$ cat src/nvs_consts.svh
`ifndef NVS_CONSTS_SVH
`define NVS_CONSTS_SVH

`define NVS_CLK_MHZ       100
`define NVS_PUR_NS        200
`define NVS_PUR_CYC       ((`NVS_PUR_NS * `NVS_CLK_MHZ + 999) / 1000)
`define NVS_STORE_MS      10
`define NVS_STORE_CYC     (`NVS_STORE_MS * 1000 * 1000 * `NVS_CLK_MHZ / 1000)
`define NVS_RECALL_CYC    16
`define NVS_ADR_STATUS    6'h00
`define NVS_ADR_CTRL      6'h01
`define NVS_CTRL_RST      1'h1
`define NVS_OP_DISPROG    3'h0
`define NVS_OP_SAVE       3'h1
`define NVS_OP_WRITE      3'h3
`define NVS_OP_ENPROG     3'h4
`define NVS_OP_RESTORE    3'h5
`define NVS_OP_READ_HI    2'h3
`define NVS_EE_INIT       16'h0000

`endif

$ cat src/nvs_pkg.sv
package nvs_pkg;
    typedef enum logic [2:0] {
        NVS_IDLE,
        NVS_INSTR,
        NVS_READ,
        NVS_WRITE,
        NVS_DONE
    } nvs_ser_t;

    typedef struct packed {
        logic recall_busy;
        logic store_busy;
        logic prev_recall;
        logic prog_en;
    } nvs_flags_t;
endpackage : nvs_pkg

$ cat src/nvs_top.sv
// Decided for this implementation: the Wishbone register port and the register offsets.
`timescale 1ns/10ps
`default_nettype none
`include "nvs_consts.svh"

// Overview of operation
// - Read opcode drives out addressed 16-bit word
// - First bit on 8th fall, rest rising
// - Write opcode takes next 16 bits
// - Reset clears programming enable latch
// - Writes and stores need enable first
// - Enable holds until disable, store, reset, low supply
// - Disable instruction clears enable latch
// - Reads work regardless of enable latch
// - Recall by instruction or low pin
// - No write or store before recall
// - Finished recall sets previous-recall latch
// - Automatic recall after reset
// - Serial port and store/recall pins ignored during power-up inhibit; Wishbone port still served
// - Store by instruction or low pin
// - Store needs both latches set
// - Store blocks serial and recall; a recall requested in the store's start cycle still starts
// - Finished store clears enable latch
// - Low supply blocks store, clears enable
// - Eight-bit instruction sampled on rising edges
// - Opcode decode table
// - Early enable drop discards instruction
module nvs_top #(
    parameter int unsigned STORE_CYC = `NVS_STORE_CYC
) (
    input  wire logic                clk_i,
    input  wire logic                rst_i,
    input  wire logic                wb_cyc_i,
    input  wire logic                wb_stb_i,
    input  wire logic                wb_we_i,
    input  wire logic [7:0]          wb_adr_i,
    input  wire logic [3:0]          wb_sel_i,
    input  wire logic [31:0]         wb_dat_i,
    output logic      [31:0]         wb_dat_o,
    output logic                     wb_ack_o,
    input  wire logic                chip_enable_i,
    input  wire logic                shift_clock_i,
    input  wire logic                serial_in_pin_i,
    output logic                     serial_out_o,
    output logic                     serial_out_oe_n_o,
    input  wire logic                store_n_i,
    input  wire logic                recall_n_i,
    input  wire logic                low_supply_i,
    output nvs_pkg::nvs_flags_t      flags_o
);
    import nvs_pkg::*;

    function automatic logic nvs_is_read(input logic [2:0] op);
        nvs_is_read = (op[2:1] == `NVS_OP_READ_HI);
    endfunction : nvs_is_read

    nvs_ser_t    ser_q;
    logic [4:0]  bit_cnt_q;
    logic [6:0]  sh_q;
    logic [3:0]  addr_q;
    logic [15:0] rd_word_q;
    logic        rd_started_q;
    logic        sck_q;
    logic        store_n_q;
    logic        recall_n_q;
    logic [4:0]  pur_cnt_q;
    logic        pur_done_q;
    logic        prog_en_q;
    logic        prev_recall_q;
    logic        store_busy_q;
    logic        recall_busy_q;
    logic [31:0] tmr_q;
    logic        ser_en_q;
    logic        ack_q;
    logic [31:0] dat_q;
    logic        so_q;
    logic        so_oe_n_q;
    logic [15:0] ram_q [16];
    logic [15:0] ee_q  [16];

    logic        sck_rise;
    logic        sck_fall;
    logic [6:0]  instr;
    logic        decode_now;
    logic        wr_done;
    logic [15:0] wr_data;
    logic        cmd_en;
    logic        cmd_dis;
    logic        cmd_save;
    logic        cmd_restore;
    logic        pur_tick;
    logic        store_req;
    logic        store_go;
    logic        store_done;
    logic        recall_go;
    logic        recall_done;
    logic        wr_en;
    logic        ser_hold;

    assign sck_rise   = shift_clock_i & ~sck_q;
    assign sck_fall   = ~shift_clock_i & sck_q;
    assign instr      = {sh_q[5:0], serial_in_pin_i};
    assign ser_hold   = ~chip_enable_i | store_busy_q | ~pur_done_q | ~ser_en_q;
    assign decode_now = (ser_q == NVS_INSTR) & sck_rise & (bit_cnt_q == 5'd7);
    assign cmd_dis     = decode_now & (instr[2:0] == `NVS_OP_DISPROG);
    assign cmd_save    = decode_now & (instr[2:0] == `NVS_OP_SAVE);
    assign cmd_en      = decode_now & (instr[2:0] == `NVS_OP_ENPROG);
    assign cmd_restore = decode_now & (instr[2:0] == `NVS_OP_RESTORE);
    assign wr_data     = {rd_word_q[14:0], serial_in_pin_i};
    assign wr_done     = (ser_q == NVS_WRITE) & sck_rise & (bit_cnt_q == 5'd15);
    assign wr_en       = wr_done & prog_en_q & prev_recall_q & ~store_busy_q;

    always_ff @(posedge clk_i) begin
        if (rst_i) begin
            sck_q      <= 1'b0;
            store_n_q  <= 1'b1;
            recall_n_q <= 1'b1;
        end else begin
            sck_q      <= shift_clock_i;
            store_n_q  <= store_n_i;
            recall_n_q <= recall_n_i;
        end
    end

    always_ff @(posedge clk_i) begin
        if (rst_i) begin
            pur_cnt_q  <= 5'd0;
            pur_done_q <= 1'b0;
        end else if (!pur_done_q) begin
            pur_cnt_q  <= pur_cnt_q + 5'd1;
            pur_done_q <= (pur_cnt_q == 5'(`NVS_PUR_CYC - 1));
        end
    end
    assign pur_tick = ~pur_done_q & (pur_cnt_q == 5'(`NVS_PUR_CYC - 1));

    always_ff @(posedge clk_i) begin
        if (rst_i || ser_hold) begin
            ser_q        <= NVS_IDLE;
            bit_cnt_q    <= 5'd0;
            sh_q         <= 7'h00;
            addr_q       <= 4'h0;
            rd_word_q    <= 16'h0000;
            rd_started_q <= 1'b0;
        end else begin
            unique case (ser_q)
                NVS_IDLE: begin
                    if (sck_rise && serial_in_pin_i) begin
                        ser_q     <= NVS_INSTR;
                        bit_cnt_q <= 5'd1;
                    end
                end
                NVS_INSTR: begin
                    if (sck_rise) begin
                        sh_q      <= instr;
                        bit_cnt_q <= bit_cnt_q + 5'd1;
                        if (decode_now) begin
                            addr_q    <= instr[6:3];
                            bit_cnt_q <= 5'd0;
                            if (nvs_is_read(instr[2:0])) begin
                                ser_q     <= NVS_READ;
                                rd_word_q <= ram_q[instr[6:3]];
                            end else if (instr[2:0] == `NVS_OP_WRITE) begin
                                ser_q <= NVS_WRITE;
                            end else begin
                                ser_q <= NVS_DONE;
                            end
                        end
                    end
                end
                NVS_READ: begin
                    // first bit on fall, then rising edges
                    if (sck_fall && !rd_started_q) begin
                        rd_started_q <= 1'b1;
                        rd_word_q    <= {rd_word_q[14:0], 1'b0};
                    end else if (sck_rise && rd_started_q) begin
                        rd_word_q <= {rd_word_q[14:0], 1'b0};
                    end
                end
                NVS_WRITE: begin
                    if (sck_rise) begin
                        rd_word_q <= wr_data;
                        bit_cnt_q <= bit_cnt_q + 5'd1;
                        if (wr_done) begin
                            ser_q <= NVS_DONE;
                        end
                    end
                end
                NVS_DONE: begin
                end
            endcase
        end
    end

    // output pin leaves high impedance only in a read
    always_ff @(posedge clk_i) begin
        if (rst_i || ser_hold || ser_q != NVS_READ) begin
            so_q      <= 1'b0;
            so_oe_n_q <= 1'b1;
        end else if ((sck_fall && !rd_started_q) || (sck_rise && rd_started_q)) begin
            so_q      <= rd_word_q[15];
            so_oe_n_q <= 1'b0;
        end
    end

    // pins act on their falling edge, so a held level fires once
    assign store_req  = cmd_save | (~store_n_i & store_n_q);
    // refused store leaves all state alone
    assign store_go   = store_req & prog_en_q & prev_recall_q & ~low_supply_i
                        & ~store_busy_q & ~recall_busy_q & pur_done_q;
    assign recall_go  = (cmd_restore | (~recall_n_i & recall_n_q & pur_done_q) | pur_tick)
                        & ~store_busy_q & ~recall_busy_q;
    assign store_done  = store_busy_q & ~low_supply_i & (tmr_q == STORE_CYC - 1);
    assign recall_done = recall_busy_q & (tmr_q == 32'(`NVS_RECALL_CYC - 1));

    always_ff @(posedge clk_i) begin
        if (rst_i) begin
            store_busy_q  <= 1'b0;
            recall_busy_q <= 1'b0;
            tmr_q         <= 32'h0000_0000;
        end else begin
            tmr_q <= tmr_q + 32'h0000_0001;
            if (store_go || recall_go) begin
                tmr_q <= 32'h0000_0000;
            end
            if (store_go) begin
                store_busy_q <= 1'b1;
            // low supply aborts a store in flight
            end else if (store_done || low_supply_i) begin
                store_busy_q <= 1'b0;
            end
            if (recall_go) begin
                recall_busy_q <= 1'b1;
            end else if (recall_done) begin
                recall_busy_q <= 1'b0;
            end
        end
    end

    always_ff @(posedge clk_i) begin
        if (rst_i) begin
            prog_en_q <= 1'b0;
        end else if (low_supply_i || store_done || cmd_dis) begin
            prog_en_q <= 1'b0;
        end else if (cmd_en) begin
            prog_en_q <= 1'b1;
        end
    end

    always_ff @(posedge clk_i) begin
        if (rst_i) begin
            prev_recall_q <= 1'b0;
        end else if (recall_done) begin
            prev_recall_q <= 1'b1;
        end
    end

    // Arrays copy whole at the end of a cycle, so a late abort leaves EEPROM intact
    for (genvar i = 0; i < 16; i++) begin : g_word
        always_ff @(posedge clk_i) begin
            if (recall_done) begin
                ram_q[i] <= ee_q[i];
            end else if (wr_en && addr_q == 4'(i)) begin
                ram_q[i] <= wr_data;
            end
        end
        // Simulation needs a known array, so reset loads a blank image
        always_ff @(posedge clk_i) begin
            if (rst_i) begin
                ee_q[i] <= `NVS_EE_INIT;
            end else if (store_done) begin
                ee_q[i] <= ram_q[i];
            end
        end
    end

    always_ff @(posedge clk_i) begin
        if (rst_i) begin
            ack_q    <= 1'b0;
            dat_q    <= 32'h0000_0000;
            ser_en_q <= `NVS_CTRL_RST;
        end else begin
            ack_q <= wb_cyc_i & wb_stb_i & ~ack_q;
            if (wb_cyc_i && wb_stb_i && !ack_q) begin
                dat_q <= 32'h0000_0000;
                if (wb_adr_i[7:2] == `NVS_ADR_STATUS) begin
                    dat_q <= {28'h0000_000, flags_o};
                end else if (wb_adr_i[7:2] == `NVS_ADR_CTRL) begin
                    dat_q <= {31'h0000_0000, ser_en_q};
                    if (wb_we_i && wb_sel_i[0]) begin
                        ser_en_q <= wb_dat_i[0];
                    end
                end
            end
        end
    end

    assign wb_ack_o          = ack_q;
    assign wb_dat_o          = dat_q;
    assign serial_out_o      = so_q;
    assign serial_out_oe_n_o = so_oe_n_q;
    assign flags_o           = '{recall_busy: recall_busy_q, store_busy: store_busy_q,
                                 prev_recall: prev_recall_q, prog_en: prog_en_q};
endmodule : nvs_top
`default_nettype wire

$ cat config.mk
export PLATFORM = sky130hd
export DESIGN_NAME = nvs_top
export DESIGN_NICKNAME = d
export VERILOG_FILES = /design/src/nvs_pkg.sv /design/src/nvs_top.sv
export VERILOG_INCLUDE_DIRS = /design/src
export SDC_FILE = /design/constraint.sdc
export NUM_CORES = 1
export LEC_CHECK = 0
export BUFFER_PORTS_ARGS = -buffer_cell sky130_fd_sc_hd__buf_2
export CORE_MARGIN = 1.5
export CORE_UTILIZATION = 40
export DETAILED_ROUTE_END_ITERATION = 10
export GPL_ROUTABILITY_DRIVEN = 0
export MAX_ROUTING_LAYER = met4
export PLACE_DENSITY = 0.67
export SKIP_CTS_REPAIR_TIMING = 1
export SLEW_MARGIN = 25
export SYNTH_ARGS = -nofsm -noshare
export SYNTH_HDL_FRONTEND = slang
export SYNTH_SLANG_ARGS = --single-unit
$ cat constraint.sdc
create_clock -name clk_i -period 8.2 [get_ports clk_i]
set_input_delay 0.41 -clock clk_i [delete_from_list [all_inputs] [get_ports clk_i]]
set_output_delay 0.41 -clock clk_i [all_outputs]
set_load 0.02 [all_outputs]
==> impl_results.md <==
- Seq pwr share: 55.7%
- N_diodes: 0
- Avg WL per Cell: 22.7 um
- DR DRC count: 0
- CTS sink cnt: 604
- F_max: 0.292 GHz
- Number of clock buffers inserted by TritonCTS: 59
- Final setup TNS: 0 ns
- CTS tree: done
- Final Cell Area: 29900 um2
- Min-Delay Path Class: in2reg
- Post-Synthesis Cells: 1779
- Vias in the first global route: 15200
- Core footprint: 67200 um2
- Clk_lat worst skew: 0.62 ns
- Clock Power Share: 42.1%
- GRT Util Overall: 18.2%
- Final-report hold violation count: 0
- Tcrit/Tclk final: 41.8%
- Seq/Total Area, Yosys: 63.5%
- Antenna violations before repair: 0
- Setup violators final: 0
- Row Count: 95
- Iter 0 DRT Violations: 1376
- Data arrival, critical path: 3.80 ns
- Primary FF master, synth: edfxtp_1
- Internal power: 0.00489 W
- Syn Area/Cell: 15.2 um2
- Chip height: 263 um
- DP Area: 28000 um2
- DR pass1 iterations: 5
- Clock tree buffer depth: 3
- Max-slew violations: 0
- Starting Density: 40.4%
- Actual slew at the worst max-slew pin: 1.12 ns
- Switching share of total power: 20.2%
- Worst hold path depth: 3
- Die width: 263 um
- Psw: 0.00124 W
- Power Density: 205 nW/um2
- Post-Route Skew: 0.0212 ns
- CTS Root Cell: clkbuf_16
- Distinct cell type count after synthesis: 60
- Synthesis-to-finish area growth: 10.1%
- Fraction of layout cells with a size suffix above 1: 27.9%
- Largest net degree at the start of global routing: 160
- Maximum vdd drop: 0.170 mV
- Crit start category: flip-flop
- Hold path start: wb_dat_i[0]
- RSZ-0062 raised after global routing: false
- Vias/cell: 5.52
- Post-DRT Antenna Nets: 0
- Post-Syn Area: 27100 um2
- Reg2reg path depth: 8
- GRT Residual Overflow: 0
- CP Launch Point: bit_cnt_q[0]
- Via count: 14900
- Buffers on Ports: 29
- Post-synth EDFFs: 512
- IO Count: 94
- Crit Path Class: reg2reg
- Die footprint: 69400 um2
- Yosys reg bits: 604
- Post-DP HPWL: 34400 um
- Critical path data required time: 8.57 ns
- Filler cells: 5859
- Clock slew at reported path FFs: 0.06 ns
- Async set-or-reset flop fraction in the synthesized netlist: 0%
- Outcome: completed
- Tmin final: 3.43 ns
- CP max FO: 16
- Yosys warns: 0
- Combinational power share: 2.3%
- Reg-to-Reg Start: bit_cnt_q[0]
- Worst slew margin: 25.2%
- WHS: 0.0357 ns
- WL final: 61400 um
- Final nets: 1843
- Lkg Pwr: 9.98 nW
- Post-layout util: 44.5%
- CP Capture Type: flip-flop
- First-pass GRT wire length: 94100 um
- Max-cap viol count: 0
- CTS HTree Levels: 2
[synth_stat cells (all sizes together), types with 2 or more instances]
cell | instances | share of area [%]
xor2 | 14 | 0.45
or3 | 2 | 0.046
and3 | 6 | 0.14
a21oi | 56 | 1.0
nor2 | 79 | 1.2
nand3 | 19 | 0.35
nand3b | 5 | 0.14
nand4 | 10 | 0.31
nor2b | 7 | 0.16
a21o | 2 | 0.055
and4b | 2 | 0.074
o21ai | 38 | 0.70
nand4b | 5 | 0.27
a22oi | 31 | 0.86
nand4bb | 3 | 0.12
inv | 9 | 0.12
buf | 63 | 1.8
a41oi | 3 | 0.097
clkbuf | 86 | 1.2
nand2 | 36 | 0.50
xnor2 | 22 | 0.71
nor4bb | 2 | 0.074
edfxtp | 512 | 57
nand2b | 9 | 0.21
mux2 | 256 | 12
mux4 | 64 | 5.3
mux2i | 16 | 0.59
dfxtp | 92 | 6.8
nor4 | 11 | 0.30
and2 | 258 | 5.9
ha | 4 | 0.18
and4 | 6 | 0.19
nor3 | 34 | 1.0
or2 | 4 | 0.092
[per-layer routing]
metal / routed length, um / GRT usage [%] / share of wire (%) / vias up
li1: - / - / - / 6582
met1: 27000 / 24.6 / 44 / 7787
met2: 28600 / 27.9 / 47 / 450
met3: 3500 / 2.85 / 5.7 / 116
met4: 2310 / 6.48 / 3.8 / 0
met5: 0 / - / 0 / -
[metrics by stage]
step | std cells | total power (W) | setup WS [ns]
2_1_floorplan | 1806 | 0.00360 | 3.17
3_3_place_gp | 2592 | 0.00360 | 4.90
3_5_place_dp | 2593 | 0.00362 | 4.79
4_1_cts | 2701 | 0.00618 | 4.80
5_1_grt | 2704 | 0.00630 | 4.62
6_report | 2704 | 0.00613 | 4.77
[power groups by stage]
stage,registers [W],logic (W),clock network [W]
after floorplan,0.00348,0.000120,0
after global placement,0.00347,0.000132,0
after detailed placement,0.00348,0.000138,0
after CTS,0.00341,0.000139,0.00263
after global routing,0.00342,0.000152,0.00273
final,0.00341,0.000139,0.00258
[placed cells by master (no fill, tap or decap), types with 5 or more instances in the layout]
cell type,netlist,layout
edfxtp_1,512,512
and2_1,258,258
mux2_2,166,166
mux2_4,90,90
dfxtp_1,92,88
nor2_1,75,74
mux4_2,64,64
clkbuf_16,0,61
a21oi_1,56,56
nand2_1,36,36
buf_4,38,32
a22oi_1,31,31
buf_2,12,29
conb_1,1,28
o21ai_0,38,26
xnor2_1,22,22
nor3_1,20,19
nand3_1,19,19
clkbuf_1,84,18
mux2i_1,16,16
xor2_1,14,14
clkinv_1,0,14
inv_1,9,9
nor4_1,9,9
nand2b_1,9,9
nor3_2,8,9
nand4_1,8,8
nor2b_1,7,7
and3_1,6,6
nor3_4,6,6
and4_1,6,6
o21ai_2,0,6
clkinv_2,0,6
nand3b_1,5,5
o21ai_4,0,5
[cell families after synthesis]
| logic type | synth area share (%) |
|---|---|
| and+or+nand+nor | 11.2 |
| DFF | 63.5 |
| other | 0.0138 |
| xor gates and xnor gates | 1.16 |
| muxes | 17.8 |
| adders and majority gates | 0.184 |
| buffers and inverters | 3.11 |
| AOI/OAI and AO/OA | 3.04 |
[worst paths after layout]
path,to,slack (ns)
max,ram_q[12][1],4.77
min reg2reg,wb_dat_o[1],0.45
max reg2reg,ram_q[12][1],4.77
min,ser_en_q,0.04
[area by class of cell]
| type | instances | area [um2] | area share, % |
|---|---|---|---|
| sequential | 604 | 17200 | 57.7 |
| multi-input combinational | 1044 | 9280 | 31.1 |
| clock buffer | 85 | 1660 | 5.57 |
| tap | 873 | 1090 | 3.66 |
| timing repair buffer | 66 | 447 | 1.50 |
| clock inverter | 23 | 129 | 0.432 |
| inverter | 9 | 33.8 | 0.113 |
[registers in the layout (all words and copies together), names as in the netlist, 3 cells and up, named ones only]
signal,count
addr_q,4
bit_cnt_q,5
rd_word_q,16
pur_cnt_q,5
wb_dat_o,4
ee_q,256
ram_q,256
ser_q,3
sh_q,6
tmr_q,32
[critical path, stage by stage, from the launching register on]
cell	delay (ns)
dfxtp_1	0.40
ha_1	0.23
and3_1	0.18
ha_1	0.15
and3b_1	0.52
and4_1	0.43
nand3_1	0.20
nor2_4	0.66
mux2_2	0.41
Note: power is estimated with default switching activity, not from simulation.
